--- config.mk ---
export PLATFORM = sky130hd
export DESIGN_NAME = ncb_bank
export DESIGN_NICKNAME = d
export VERILOG_FILES = /design/src/ncb_pkg.sv /design/src/ncb_sync2.sv /design/src/ncb_bank.sv
export SDC_FILE = /design/constraint.sdc
export NUM_CORES = 1
export LEC_CHECK = 0
export BUFFER_PORTS_ARGS = -buffer_cell sky130_fd_sc_hd__buf_2
export CORE_ASPECT_RATIO = 1.5
export CORE_MARGIN = 10
export CORE_UTILIZATION = 40
export DETAILED_ROUTE_END_ITERATION = 7
export MAX_ROUTING_LAYER = met4
export PLACE_DENSITY = 0.59
export SLEW_MARGIN = 25
export SYNTH_ARGS = -nofsm -noshare
export SYNTH_HDL_FRONTEND = slang
export SYNTH_SLANG_ARGS = --single-unit
--- constraint.sdc ---
create_clock -name i_core_clk -period 7.3 [get_ports i_core_clk]
set_clock_uncertainty 0.05 [all_clocks]
set_input_delay 0.365 -clock i_core_clk [delete_from_list [all_inputs] [get_ports i_core_clk]]
set_output_delay 0.365 -clock i_core_clk [all_outputs]
set_load 0.01 [all_outputs]
--- src/ncb_pkg.sv ---
// Purpose: shared constants and types for the channel B oscillator
//          preset bank and startup status.
// Assumes: byte-addressed serial control port with 15-bit addresses.
// Notes:   multi-byte words sit least significant byte first.
package ncb_pkg;
   localparam int          ADDR_W          = 15;
   localparam int          HDR_BITS        = 16;
   localparam int          RW_BIT          = 15;
   localparam int          BYTE_BITS       = 8;
   localparam logic [14:0] ADDR_SOFT_RESET = 15'h0000;
   localparam logic [14:0] ADDR_PHASE_P1   = 15'h024c;
   localparam logic [14:0] ADDR_FREQ_P2    = 15'h0250;
   localparam logic [14:0] ADDR_PHASE_P2   = 15'h0254;
   localparam logic [14:0] ADDR_FREQ_P3    = 15'h0258;
   localparam logic [14:0] ADDR_PHASE_P3   = 15'h025c;
   localparam logic [14:0] ADDR_STARTUP    = 15'h0270;
   localparam logic [14:0] ADDR_REVISION   = 15'h0297;
   localparam logic [15:0] PHASE_RST       = 16'h0000;
   localparam logic [31:0] FREQ_RST        = 32'hc0000000;
   localparam int          SOFT_RESET_BIT  = 0;
   localparam int          INIT_DONE_BIT   = 0;
   localparam int          REV_FIELD_W     = 5;
   // arbitrary value, not a real part code
   localparam logic [4:0]  REV_CODE_DEF    = 5'h15;
   localparam int          INIT_CYCLES_DEF = 64;

   typedef enum logic [1:0] {
      SPI_IDLE,
      SPI_HEADER,
      SPI_WRITE,
      SPI_READ
   } ncb_spi_state_t;
endpackage

--- src/ncb_sync2.sv ---
// Purpose: two-flop synchroniser for pin inputs.
// Assumes: inputs are asynchronous to i_core_clk.
// Notes:   only the second stage is visible outside.
`timescale 1ns/1ps
module ncb_sync2 #(
   parameter int         WIDTH = 1,
   parameter logic [0:0] RST_V = 1'b0
) (
   input  wire logic             i_core_clk,
   input  wire logic             i_reset,
   input  wire logic [WIDTH-1:0] i_d,
   output logic      [WIDTH-1:0] o_q
);
   logic [WIDTH-1:0] meta_q;

   always_ff @(posedge i_core_clk)
   begin
      if (i_reset)
      begin
         meta_q <= {WIDTH{RST_V}};
         o_q    <= {WIDTH{RST_V}};
      end
      else
      begin
         meta_q <= i_d;
         o_q    <= meta_q;
      end
   end
endmodule

--- src/ncb_bank.sv ---
// Function
// - preset 1 phase word, 16 bits read/write, resets to zero.
// - preset 2 frequency word, 32 bits read/write, resets to 0xc0000000.
// - preset 2 phase word, 16 bits read/write, resets to zero.
// - preset 3 frequency word, 32 bits read/write, resets to 0xc0000000.
// - preset 3 phase word, 16 bits read/write, resets to zero.
// - status bit 0 reads 1 once startup initialization has finished.
// - status bits 7 to 1 are reserved and read-only.
// - interleaved mode ignores all channel B settings, using channel A; the bank drives all channel B outputs to zero instead.
//
// Purpose: channel B oscillator preset bank behind the serial port.
// Assumes: spi mode 0, csb active low, sclk low for at least 4 core clocks.
// Notes:   words update byte by byte as each byte completes.
`timescale 1ns/1ps
module ncb_bank
   import ncb_pkg::*;
#(
   parameter int         INIT_CYCLES = INIT_CYCLES_DEF,
   parameter logic [4:0] REV_CODE    = REV_CODE_DEF
) (
   input  wire logic        i_core_clk,
   input  wire logic        i_reset,
   input  wire logic        i_spi_sclk,
   input  wire logic        i_spi_cs_n,
   input  wire logic        i_spi_sdi,
   input  wire logic        i_interleave_mode,
   output logic             o_spi_sdo,
   output logic             o_spi_sdo_oe_n,
   output logic             o_init_done,
   output logic [15:0]      o_chb_phase_p1,
   output logic [31:0]      o_chb_freq_p2,
   output logic [15:0]      o_chb_phase_p2,
   output logic [31:0]      o_chb_freq_p3,
   output logic [15:0]      o_chb_phase_p3
);
   logic                sclk_s;
   logic                cs_n_s;
   logic                sdi_s;
   logic                sclk_prev_q;
   logic                rise;
   logic                fall;
   ncb_spi_state_t      state_q;
   logic [4:0]          cnt_q;
   logic [15:0]         shift_q;
   logic [15:0]         hdr_next;
   logic [14:0]         addr_q;
   logic [14:0]         rd_addr;
   logic [7:0]          rd_byte;
   logic [7:0]          tx_q;
   logic                sdo_q;
   logic                oe_n_q;
   logic                wr_stb_q;
   logic [14:0]         wr_addr_q;
   logic [7:0]          wr_data_q;
   logic                soft_rst_q;
   logic                bank_rst;
   logic [15:0]         phase_p1_q;
   logic [31:0]         freq_p2_q;
   logic [15:0]         phase_p2_q;
   logic [31:0]         freq_p3_q;
   logic [15:0]         phase_p3_q;
   logic [31:0]         init_cnt_q;
   logic                init_done_q;

   function automatic logic [31:0] put32(input logic [31:0] old,
                                         input logic [1:0]  lane,
                                         input logic [7:0]  data);
      logic [31:0] r;
      r = old;
      r[lane*8 +: 8] = data;
      return r;
   endfunction

   function automatic logic [15:0] put16(input logic [15:0] old,
                                         input logic [1:0]  lane,
                                         input logic [7:0]  data);
      logic [15:0] r;
      r = old;
      if (lane == 2'h0)
         r[7:0] = data;
      else if (lane == 2'h1)
         r[15:8] = data;
      return r;
   endfunction

   function automatic logic [7:0] get8(input logic [31:0] word,
                                       input logic [1:0]  lane);
      return word[lane*8 +: 8];
   endfunction

   ncb_sync2 #(
      .WIDTH (1),
      .RST_V (1'b0)
   ) u_sync_sclk (
      .i_core_clk (i_core_clk),
      .i_reset    (i_reset),
      .i_d        (i_spi_sclk),
      .o_q        (sclk_s)
   );

   ncb_sync2 #(
      .WIDTH (1),
      .RST_V (1'b1)
   ) u_sync_cs (
      .i_core_clk (i_core_clk),
      .i_reset    (i_reset),
      .i_d        (i_spi_cs_n),
      .o_q        (cs_n_s)
   );

   ncb_sync2 #(
      .WIDTH (1),
      .RST_V (1'b0)
   ) u_sync_sdi (
      .i_core_clk (i_core_clk),
      .i_reset    (i_reset),
      .i_d        (i_spi_sdi),
      .o_q        (sdi_s)
   );

   always_ff @(posedge i_core_clk)
   begin
      if (i_reset)
         sclk_prev_q <= 1'b0;
      else
         sclk_prev_q <= sclk_s;
   end

   assign rise     = sclk_s & ~sclk_prev_q & ~cs_n_s;
   assign fall     = ~sclk_s & sclk_prev_q & ~cs_n_s;
   assign hdr_next = {shift_q[14:0], sdi_s};
   assign bank_rst = i_reset | soft_rst_q;

   // header completion reads from the fresh address, later bytes stream
   assign rd_addr = (state_q == SPI_HEADER) ? hdr_next[14:0] : addr_q;

   always_comb
   begin
      rd_byte = 8'h00;
      unique case ({rd_addr[14:2], 2'b00})
         ADDR_PHASE_P1: rd_byte = get8({16'h0000, phase_p1_q}, rd_addr[1:0]);
         ADDR_FREQ_P2:  rd_byte = get8(freq_p2_q, rd_addr[1:0]);
         ADDR_PHASE_P2: rd_byte = get8({16'h0000, phase_p2_q}, rd_addr[1:0]);
         ADDR_FREQ_P3:  rd_byte = get8(freq_p3_q, rd_addr[1:0]);
         ADDR_PHASE_P3: rd_byte = get8({16'h0000, phase_p3_q}, rd_addr[1:0]);
         default:       rd_byte = 8'h00;
      endcase
      if (rd_addr == ADDR_STARTUP)
         rd_byte = {7'h00, init_done_q};
      else if (rd_addr == ADDR_REVISION)
         rd_byte = {3'h0, REV_CODE};
   end

   // frame engine: 16-bit header (read flag, address), then data bytes
   always_ff @(posedge i_core_clk)
   begin
      if (i_reset || cs_n_s)
      begin
         state_q <= SPI_IDLE;
         cnt_q   <= 5'h00;
         shift_q <= 16'h0000;
         addr_q  <= 15'h0000;
         tx_q    <= 8'h00;
      end
      else if (state_q == SPI_IDLE)
      begin
         state_q <= SPI_HEADER;
         cnt_q   <= 5'h00;
      end
      else if (rise)
      begin
         shift_q <= hdr_next;
         unique case (state_q)
            SPI_HEADER:
            begin
               if (cnt_q == 5'(HDR_BITS - 1))
               begin
                  cnt_q  <= 5'h00;
                  addr_q <= 15'(hdr_next[14:0] + 15'h0001);
                  if (hdr_next[RW_BIT])
                  begin
                     state_q <= SPI_READ;
                     tx_q    <= rd_byte;
                  end
                  else
                  begin
                     state_q <= SPI_WRITE;
                     addr_q  <= hdr_next[14:0];
                  end
               end
               else
                  cnt_q <= 5'(cnt_q + 5'h01);
            end
            SPI_WRITE, SPI_READ:
            begin
               if (cnt_q == 5'(BYTE_BITS - 1))
               begin
                  cnt_q  <= 5'h00;
                  addr_q <= 15'(addr_q + 15'h0001);
                  if (state_q == SPI_READ)
                     tx_q <= rd_byte;
               end
               else
                  cnt_q <= 5'(cnt_q + 5'h01);
            end
            SPI_IDLE:
               cnt_q <= 5'h00;
         endcase
      end
      else if (fall && state_q == SPI_READ)
         tx_q <= {tx_q[6:0], 1'b0};
   end

   // write strobe, one core cycle per completed data byte
   always_ff @(posedge i_core_clk)
   begin
      if (i_reset)
      begin
         wr_stb_q  <= 1'b0;
         wr_addr_q <= 15'h0000;
         wr_data_q <= 8'h00;
      end
      else
      begin
         wr_stb_q <= rise && state_q == SPI_WRITE && !cs_n_s
                     && cnt_q == 5'(BYTE_BITS - 1);
         if (rise && state_q == SPI_WRITE)
         begin
            wr_addr_q <= addr_q;
            wr_data_q <= hdr_next[7:0];
         end
      end
   end

   always_ff @(posedge i_core_clk)
   begin
      if (i_reset)
         soft_rst_q <= 1'b0;
      else
         soft_rst_q <= wr_stb_q && wr_addr_q == ADDR_SOFT_RESET
                       && wr_data_q[SOFT_RESET_BIT];
   end

   always_ff @(posedge i_core_clk)
   begin
      if (bank_rst)
      begin
         phase_p1_q <= PHASE_RST;
         freq_p2_q  <= FREQ_RST;
         phase_p2_q <= PHASE_RST;
         freq_p3_q  <= FREQ_RST;
         phase_p3_q <= PHASE_RST;
      end
      else if (wr_stb_q)
      begin
         unique case ({wr_addr_q[14:2], 2'b00})
            ADDR_PHASE_P1:
               phase_p1_q <= put16(phase_p1_q, wr_addr_q[1:0], wr_data_q);
            ADDR_FREQ_P2:
               freq_p2_q <= put32(freq_p2_q, wr_addr_q[1:0], wr_data_q);
            ADDR_PHASE_P2:
               phase_p2_q <= put16(phase_p2_q, wr_addr_q[1:0], wr_data_q);
            ADDR_FREQ_P3:
               freq_p3_q <= put32(freq_p3_q, wr_addr_q[1:0], wr_data_q);
            ADDR_PHASE_P3:
               phase_p3_q <= put16(phase_p3_q, wr_addr_q[1:0], wr_data_q);
            default:
               phase_p1_q <= phase_p1_q;
         endcase
      end
   end

   // startup sequence restarts on either reset; no access is blocked,
   // the host is trusted to wait for done
   always_ff @(posedge i_core_clk)
   begin
      if (bank_rst)
      begin
         init_cnt_q  <= 32'h00000000;
         init_done_q <= 1'b0;
      end
      else if (!init_done_q)
      begin
         init_cnt_q <= 32'(init_cnt_q + 32'h00000001);
         if (init_cnt_q >= 32'(INIT_CYCLES - 1))
            init_done_q <= 1'b1;
      end
   end

   // datapath view of channel B; zero while interleaved
   always_ff @(posedge i_core_clk)
   begin
      if (i_reset || i_interleave_mode)
      begin
         o_chb_phase_p1 <= 16'h0000;
         o_chb_freq_p2  <= 32'h00000000;
         o_chb_phase_p2 <= 16'h0000;
         o_chb_freq_p3  <= 32'h00000000;
         o_chb_phase_p3 <= 16'h0000;
      end
      else
      begin
         o_chb_phase_p1 <= phase_p1_q;
         o_chb_freq_p2  <= freq_p2_q;
         o_chb_phase_p2 <= phase_p2_q;
         o_chb_freq_p3  <= freq_p3_q;
         o_chb_phase_p3 <= phase_p3_q;
      end
   end

   always_ff @(posedge i_core_clk)
   begin
      if (i_reset)
      begin
         sdo_q  <= 1'b0;
         oe_n_q <= 1'b1;
      end
      else
      begin
         // launch and shift share one fall, so bit 7 is not skipped
         if (fall && state_q == SPI_READ)
            sdo_q <= tx_q[7];
         oe_n_q <= !(state_q == SPI_READ && !cs_n_s);
      end
   end

   assign o_spi_sdo      = sdo_q;
   assign o_spi_sdo_oe_n = oe_n_q;
   assign o_init_done    = init_done_q;
endmodule

==> results of run 1 <==
## routing by layer
| metal | GRT usage | up-vias |
|---|---|---|
| li1 | - | 5395 |
| met4 | 0.119 | 0 |
| met2 | 0.327 | 311 |
| met5 | - | - |
| met1 | 0.203 | 5219 |
| met3 | 0.0285 | 116 |
## cell families (layout without fill, tap and decap cells)
family,Yosys count,count (layout),share of synthesized area
xor+xnor,40,40,0.0252
fa+ha+maj,11,11,0.00991
flops,336,336,0.484
buf+inv,112,208,0.0341
simple gates,670,670,0.247
mux,115,115,0.0836
compound gates,235,235,0.115
## power by group through the flow
stage | clock network, W | logic, W | registers (W)
after floorplan | 0 | 0.0000343 | 0.00188
after detailed placement | 0 | 0.0000453 | 0.00188
after global routing | 0.00205 | 0.0000516 | 0.00184
after CTS | 0.00198 | 0.0000466 | 0.00184
final | 0.00194 | 0.0000457 | 0.00184
after global placement | 0 | 0.0000444 | 0.00188
## per-stage QoR
stage               utilization  std cells
finish                    0.466       2040
global route              0.466       2040
CTS                       0.466       2040
detailed placement        0.428       1974
global placement          0.428       1974
floorplan                     -       1519
## cells in the mapped netlist, drive strengths merged, types with 11 or more instances
cell type / count
nand3: 39
nand2: 177
a22oi: 19
nand4: 15
ha: 11
and2: 151
o21ai: 38
nor2: 167
nor3: 25
mux2i: 113
clkbuf: 75
dfxtp: 336
buf: 22
inv: 15
a21oi: 85
xnor2: 13
and3: 19
xor2: 27
## worst min-delay path, stage by stage
cell    delay [ns]
buf_2         0.10
nor2_4        0.04
and2_1        0.14
## worst max path at each step
stage | startpoint | end | slack (ns) | cells after the start
3_5_place_dp | u_sync_sclk.o_q | addr_q[12] | 3.86 | 7
5_1_grt | state_q[0] | tx_q[5] | 3.60 | 7
4_1_cts | u_sync_sclk.o_q | addr_q[12] | 3.85 | 7
2_1_floorplan | cnt_q[0] | tx_q[5] | 4.96 | 9
3_3_place_gp | u_sync_sclk.o_q | addr_q[12] | 3.94 | 7
6_report | state_q[0] | tx_q[7] | 3.81 | 7
## final cells by class
cell class              instances  area [um2]  share of cell area
clock buffers                  48        1010              0.0630
flip-flops and latches        336        6730               0.421
well taps                     425         532              0.0333
clock inverters                15         254              0.0159
multi-input cells            1071        6710               0.420
repair buffers                130         683              0.0428
inverters                      15        56.3             0.00353
## registers in the layout, summed over array words and instances, names as in the netlist, 32 cells and up
name and flops:
freq_p2_q 32, freq_p3_q 32, init_cnt_q 32, o_chb_freq_p2 32, o_chb_freq_p3 32
## repair_timing
item / in CTS / in global routing
hold buffers: 3 / 0
hold endpoints to repair: 3 / 0
buffers inserted: 0 / 0
==> results.toml, run 1 <==
[outcome]
status = "complete, no violations"

[sta]
tightest_slew_ns = 1.02
hold-worst-slack_ns = 0.126
setup_viol = 0
fin_crit_sh = 0.478
layout_min_cycle_time_ns = 3.49
finalSetupTns_ns = 0
hold_viol_final = 0
rsz0062_at_grt = "false"
fmax_mhz = 287
layout_setup_ws_ns = 3.81
slew_headroom = 0.312
drv_slew = 0

[routing]
drt-total-wl_um = 40600
wl_met3_um = 1900
viasPerCell = 5.41
dr_wl_met2_um = 20300
drt_iter0_markers = 793
routed.top_layer = "met4"
wl_per_cell_um = 19.9
wl_met1_um = 15900
ant_nets = 0
post-route-drc-count = 0
vias = 11000
drt_pass1_iterations = 5

[critical_path]
worst_ep_required_time_ns = 7.69
critPathArrivalTime_ns = 3.87
cp_num_buf_inv = 0
critPathSlowestCell = "mux2i_2"
reg2reg_slack_ns = 3.81
r2r_cells = 7
crit_fanout = 17
r2r_end = "tx_q[7]"
critPathLaunchType = "register"
worstSetupPathType = "reg2reg"
worstPathCellList = "and2b_4, mux2i_2, o21ai_1, a21oi_1, nand2_1, or3_1, o41ai_2"
path_delay_family = "simple AND/OR/NAND/NOR gates"
slowest_delay_ns = 0.77
rr_startpoint = "state_q[0]"
cp-end-kind = "register"

[yosys]
syn-cell-area_mm2 = 0.0139
synth_cells = 1519
synth_area_leaders = "dfxtp_1 (48%), mux2i_1 (8.0%), and2_1 (6.8%)"
synth_warnings = 0
async_flop_share = 0
yosysSeqAreaShare = 0.484
syn-num-nets = 1536
synth_top_area_cell = "dfxtp_1"
ys_ff_latch = 336
synthFlopType = "dfxtp_1"
synth.top_cell.area_share = 0.484
synth_edf_count = 0
avgSynthCellArea_um2 = 9.14
synth_cell_type_count = 90

[clock_network]
cts_buffer_depth = 3
cts_buffers = 35
ctsRootBufferMaster = "clkbuf_16"
clock_latency_ns = 0.54
htree_num_levels = 2
cts_tree = "built"
path_clk_slew_ns = 0.07
numClockSinks = 336
post_cts_resized = 0

[placement]
dp_hpwl_um = 29200
gp_congestion = 0.912
portBuffers = 120
post-place-ws_ns = 3.86
placed_area_mm2 = 0.0147

[global_route]
grtUsageTotal = 0.191
grt_max_degree = 110
grt_overflow = 0
grt_antenna_before_repair = 0
grt_pass1_vias = 10700
grt_pass1_wl_um = 61900

[hold_path]
holdPathStages = 3
hp-class = "in2reg"
hold_start = "i_interleave_mode"
hold_end = "o_chb_phase_p1[12]"

[layout]
fillCellCount = 3328
drive_gt1_frac = 0.137
diodes = 0
nets = 1606
final_area_mm2 = 0.0160
syn_to_final_growth_pct = 14.9
final_cell_mix = "dfxtp_1 (336), nand2_1 (174), nor2_1 (162)"
layout_commonest_cell = "dfxtp_1"

[power_and_ir_drop]
power_density_mw_per_mm2 = 240
finalPower_w = 0.00383
clkPwrFrac = 0.507
vdd.ir_drop.worst_mv = 0.116
p_leak_nw = 6.54
switchingPower_w = 0.000793
p_comb_frac = 0.012
seq_power_share = 0.481
swShare = 0.207
p_int_w = 0.00303

[floorplanning]
start_util = 0.405
boundaryPins = 121
design.die.area_mm2 = 0.0427
row_count = 83
core_mm2 = 0.0343
dieWidth_um = 172
die_h_um = 248

[run]
drv_cap = 0
(Power assumes the default switching activity.)
==> run 2: changes to the inputs <==
Settings changed: ABC_AREA set to 1, PLACE_DENSITY 0.59 to 0.61.
Clock period 7.3 ns to 2.9 ns, I/O delays scaled along.
==> run 2 against run 1 <==
Synthesized cell count is 21% higher. Maximum frequency up 27%. Die area down 0.80%. Critical endpoint is now tx_q[1]. Highest routed layer unchanged.
==> results.toml, run 2 <==
[outcome]
status = "complete, no violations"

[clock_network]
cts_buffer_depth = 3
ctsRootBufferMaster = "clkbuf_16"
cts_buffers = 34
path_clk_slew_ns = 0.07
cts_setup_buffers = 0
clock_latency_ns = 0.53
cts_tree = "built"
numClockSinks = 336
htree_num_levels = 2

[layout]
final_util = 0.467
syn_to_final_growth_pct = 16.0
layout_commonest_cell = "dfxtp_1"
final_cell_mix = "dfxtp_1 (336), inv_1 (259), nor2_1 (252)"
nets = 1963
diodes = 0
drive_gt1_frac = 0.123

[global_route]
grt.busiest_layer = "met2"
grt_overflow = 0
grt_pass1_vias = 11800
use_met3 = 0.0297
grtUsageTotal = 0.206
grt_use_met2 = 0.365
grt_antenna_before_repair = 0
grt_max_degree = 104
grt_pass1_wl_um = 66100
grt_use_met1 = 0.210

[floorplanning]
core_mm2 = 0.0342
dieWidth_um = 171
start_util = 0.403
row_count = 83
boundaryPins = 121
die_h_um = 247
design.die.area_mm2 = 0.0424

[critical_path]
worstPathCellList = "inv_1, nor2_1, nand3_1, nand2_1, nand2_2, nor2_8, buf_4, o21ai_4, nand2_1, a21oi_1, nor2_1, nand2_1, a21oi_1"
worstSetupPathType = "reg2reg"
slowest_delay_ns = 0.44
crit_fanout = 29
worst_ep_required_time_ns = 3.32
critPathLaunchType = "register"
cp-end-kind = "register"
critPathSlowestCell = "dfxtp_1"
critPathArrivalTime_ns = 3.15
r2r_cells = 13
crit_top_cell = "nand2_1"

[sta]
setup_viol = 0
finalSetupTns_ns = 0
drv_slew = 0
tightest_slew_ns = 0.991
hold-worst-slack_ns = 0.180
layout_min_cycle_time_ns = 2.73
hold_viol_final = 0
slew_headroom = 0.339
fin_crit_sh = 0.943
rsz0062_at_grt = "false"
fmax_mhz = 366

[power_and_ir_drop]
swShare = 0.215
p_leak_nw = 6.33
switchingPower_w = 0.00197
p_int_w = 0.00721
p_comb_frac = 0.020
clkPwrFrac = 0.476
seq_power_share = 0.504
power_density_mw_per_mm2 = 575
finalPower_w = 0.00918
vdd.ir_drop.worst_mv = 0.261

[yosys]
avgSynthCellArea_um2 = 7.50
syn-num-nets = 1852
synth_edf_count = 0
synth_cell_type_count = 45
synth_top_cells_by_count = "dfxtp_1 (336), inv_1 (259), nor2_1 (253)"
synth_cells = 1835
synth.top_cell.area_share = 0.489
synth_warnings = 0
async_flop_share = 0
yosysSeqAreaShare = 0.489
synth_top_area_cell = "dfxtp_1"
syn-cell-area_mm2 = 0.0138
synthFlopType = "dfxtp_1"
synth_area_leaders = "dfxtp_1 (49%), inv_1 (7.1%), nor2_1 (6.9%)"
ys_ff_latch = 336
yosysMostFrequentCell = "dfxtp_1"

[routing]
drt_pass1_iterations = 5
viasPerCell = 5.17
drt-total-wl_um = 43500
drt_iter0_markers = 886
post-route-drc-count = 0
wl_per_cell_um = 18.2
vias = 12400
ant_nets = 0

[placement]
gp_congestion = 0.983
portBuffers = 120
dp_hpwl_um = 32700

[run]
drv_cap = 0

[hold_path]
holdPathStages = 3
hp-class = "in2reg"
run 2: cell count changes in the layout (fill, tap and decap cells not counted), sizes merged, moves of 15 or more:
cell,delta
buf,+31
xor2,-15
and3,-19
nand3,+72
nand2,+31
nor3,+33
a21oi,+100
and2,-150
nor2,+91
o21ai,+148
inv,+250
mux2i,-113
a22oi,-19
run 2: area by class of cell:
type,instances,area (um2)
Fill cell,3431,18200
Clock inverter,15,166
Timing Repair Buffer,164,958
Sequential cell,336,6730
Inverter,266,998
Multi-Input combinational cell,1144,5670
Tap cell,425,532
Clock buffer,41,918
run 2: repair_timing:
action,4_1_cts,5_1_grt
hold buffers,6,0
endpoints found under the setup margin,0,8
resized for setup,0,2
hold endpoints to repair,5,0
run 2: logic make-up (layout without fill, tap and decap cells):
kind of cell    Yosys count  count (layout)  synth area share
simple gates            675             675             0.215
compound gates          445             445             0.178
buf+inv                 355             486             0.101
flops                   336             336             0.489
xor+xnor                 13              13           0.00827
fa+ha+maj                11              11            0.0100
run 2: metrics by stage:
step	area [um2]	instances	setup WS, ns
CTS	16000	2391	0.144
detailed placement	14800	2329	0.140
floorplan	13800	1835	0.676
finish	16000	2391	0.165
global placement	14800	2329	0.245
global route	16000	2391	0.0194
run 2: worst paths after layout:
path / start / to / slack, ns
worst max-delay path: state_q[0] / tx_q[1] / 0.17
worst min register to register: u_sync_sclk.meta_q / u_sync_sclk.o_q / 0.35
worst max register to register: state_q[0] / tx_q[1] / 0.17
worst min-delay path: i_interleave_mode / o_chb_freq_p2[31] / 0.18
run 2: worst max-delay path, delay by kind of cell (launching register included):
family,cells,cell delay [ns]
and+or+nand+nor,8,1.30
buffers and inverters,2,0.40
AOI/OAI and AO/OA,3,0.47
DFF,1,0.44
run 2: layer usage:
layer / wire [um] / vias to the layer above
li1: - / 6209
met1: 16500 / 5675
met2: 22300 / 344
met3: 1940 / 130
met4: 2710 / 0
met5: 0 / -
run 2: power by group through the flow:
stage / clock (W) / combinational (W) / sequential (W)
final: 0.00437 / 0.000183 / 0.00463
after global routing: 0.00462 / 0.000205 / 0.00463
after CTS: 0.00445 / 0.000183 / 0.00463
after detailed placement: 0 / 0.000177 / 0.00473
after global placement: 0 / 0.000175 / 0.00473
after floorplan: 0 / 0.000122 / 0.00473
==> run 3: changes to the inputs <==
Settings changed: CORE_ASPECT_RATIO 1.5 to unset, CTS_BUF_LIST set to sky130_fd_sc_hd__clkbuf_16, GPL_ROUTABILITY_DRIVEN set to 0.
==> run 3 against run 2 <==
Wire length down 6.5%. Worst hold slack improved by 0.093 ns. Sequential cell count is the same. Critical path depth grew 3. Maximum frequency rose by 6.1%. Critical endpoint is now tx_q[0].
==> results.toml, run 3 (synthesized netlist as in run 2, its figures left out) <==
[power_and_ir_drop]
p_leak_nw = 6.32
power_density_mw_per_mm2 = 580
vdd.ir_drop.worst_mv = 0.392
finalPower_w = 0.00926

[critical_path]
critPathArrivalTime_ns = 2.95
critPathLaunchType = "register"
cp-end-kind = "register"
worst_ep_required_time_ns = 3.27
crit_fanout = 16
worstSetupPathType = "reg2reg"

[layout]
seq_area_mm2 = 0.00673
final_cell_mix = "dfxtp_1 (336), inv_1 (265), nor2_1 (251)"
syn_to_final_growth_pct = 16.0
nets = 1953
multi_input_comb_area_mm2 = 0.00567
fillCellCount = 3370
layout_commonest_cell = "dfxtp_1"
drive_gt1_frac = 0.115
final_area_mm2 = 0.0160

[global_route]
grtUsageTotal = 0.192
grt_pass1_wl_um = 63400
grt_overflow = 0
grt_pass1_vias = 11500
grt_max_degree = 104
grt_antenna_before_repair = 1

[routing]
wl_per_cell_um = 16.9
drt_pass1_iterations = 5
ant_nets = 0
drt_iter0_markers = 983
viasPerCell = 5.14
post-route-drc-count = 0
drt-total-wl_um = 40700
vias = 12400

[floorplanning]
dieWidth_um = 206
die_h_um = 206
row_count = 67
core_mm2 = 0.0338
design.die.area_mm2 = 0.0422
boundaryPins = 121
start_util = 0.407

[sta]
drv_slew = 0
finalSetupTns_ns = 0
fin_crit_sh = 0.888
rsz0062_at_grt = "false"
hold_viol_final = 0
setup_viol = 0
fmax_mhz = 388
hold-worst-slack_ns = 0.274
layout_min_cycle_time_ns = 2.58
slew_headroom = 0.351
tightest_slew_ns = 0.973

[clock_network]
ctsRootBufferMaster = "clkbuf_16"
cts_tree = "built"
path_clk_slew_ns = 0.06
cts_setup_buffers = 0
cts_buffer_depth = 3
htree_num_levels = 2
cts_buffers = 36
clock_latency_ns = 0.52
numClockSinks = 336

[run]
drv_cap = 0

[placement]
placed_area_mm2 = 0.0148
portBuffers = 120
dp_hpwl_um = 29800

[outcome]
status = "complete, no violations"

[hold_path]
hp-class = "in2reg"
## run 3: cell count changes in the layout (fill, tap and decap cells not counted), moves of 2 or more
cell / before / now
buf_4: 37 / 25
clkbuf_8: 2 / 0
inv_6: 3 / 1
inv_1: 259 / 265
clkinv_2: 7 / 5
clkinvlp_4: 2 / 0
clkinv_1: 3 / 13
clkbuf_1: 4 / 0
## run 3: power breakdown
| part | internal (W) | total (W) | switching [W] |
|---|---|---|---|
| Clock | 0.00262 | 0.00445 | 0.00183 |
| Sequential | 0.00463 | 0.00463 | 0.00000681 |
| Combinational | 0.0000503 | 0.000174 | 0.000124 |
## run 3: repair_timing
item / CTS / global route
resized for setup: 0 / 3
setup endpoints to repair: 0 / 9
hold buffers: 6 / 0
endpoints found under the hold margin: 6 / 0
## run 3: critical path: stages, from the launching register on
cell	delay, ns
dfxtp_1	0.45
inv_1	0.07
nor2_1	0.23
nand3_1	0.12
nand2_1	0.14
nand2_2	0.13
nor2_8	0.25
nand2_4	0.21
inv_2	0.22
a21oi_1	0.08
o21ai_1	0.13
nand2_1	0.08
nand2_1	0.08
nand2_1	0.06
nand2_1	0.05
nand2_1	0.04
a21oi_1	0.10
## run 3: routing by layer
metal	GRT usage	wire length [um]	share of wire	up-vias
met4	0.0877	1850	0.045	0
met3	0.0316	2770	0.068	104
met2	0.303	18400	0.45	416
li1	-	-	-	6208
met1	0.238	17700	0.43	5676
met5	-	0	0	-
## run 3: stage by stage
step                      worst slack [ns]  utilization  std cells
after floorplan                      0.676            -       1835
after global placement               0.321        0.437       2340
after detailed placement             0.228        0.437       2340
final                                0.323        0.473       2411
after CTS                            0.212        0.472       2410
after global routing               0.00686        0.473       2411
## run 3: area by class of cell
type,count,area share
repair buffers,152,0.0544
diodes,1,0.000157
well taps,448,0.0351
clock inverters,28,0.0150
inverters,266,0.0625
clock buffers,36,0.0564
flip-flops and latches,336,0.421
multi-input cells,1144,0.355
## run 3: final timing paths
| check | from | endpoint | slack [ns] | depth (start not counted) |
|---|---|---|---|---|
| worst max-delay path | state_q[0] | tx_q[0] | 0.32 | 16 |
| worst min register to register | u_sync_sdi.meta_q | u_sync_sdi.o_q | 0.36 | 2 |
| worst max register to register | state_q[0] | tx_q[0] | 0.32 | 16 |
| worst min-delay path | i_interleave_mode | o_chb_freq_p2[4] | 0.27 | 3 |
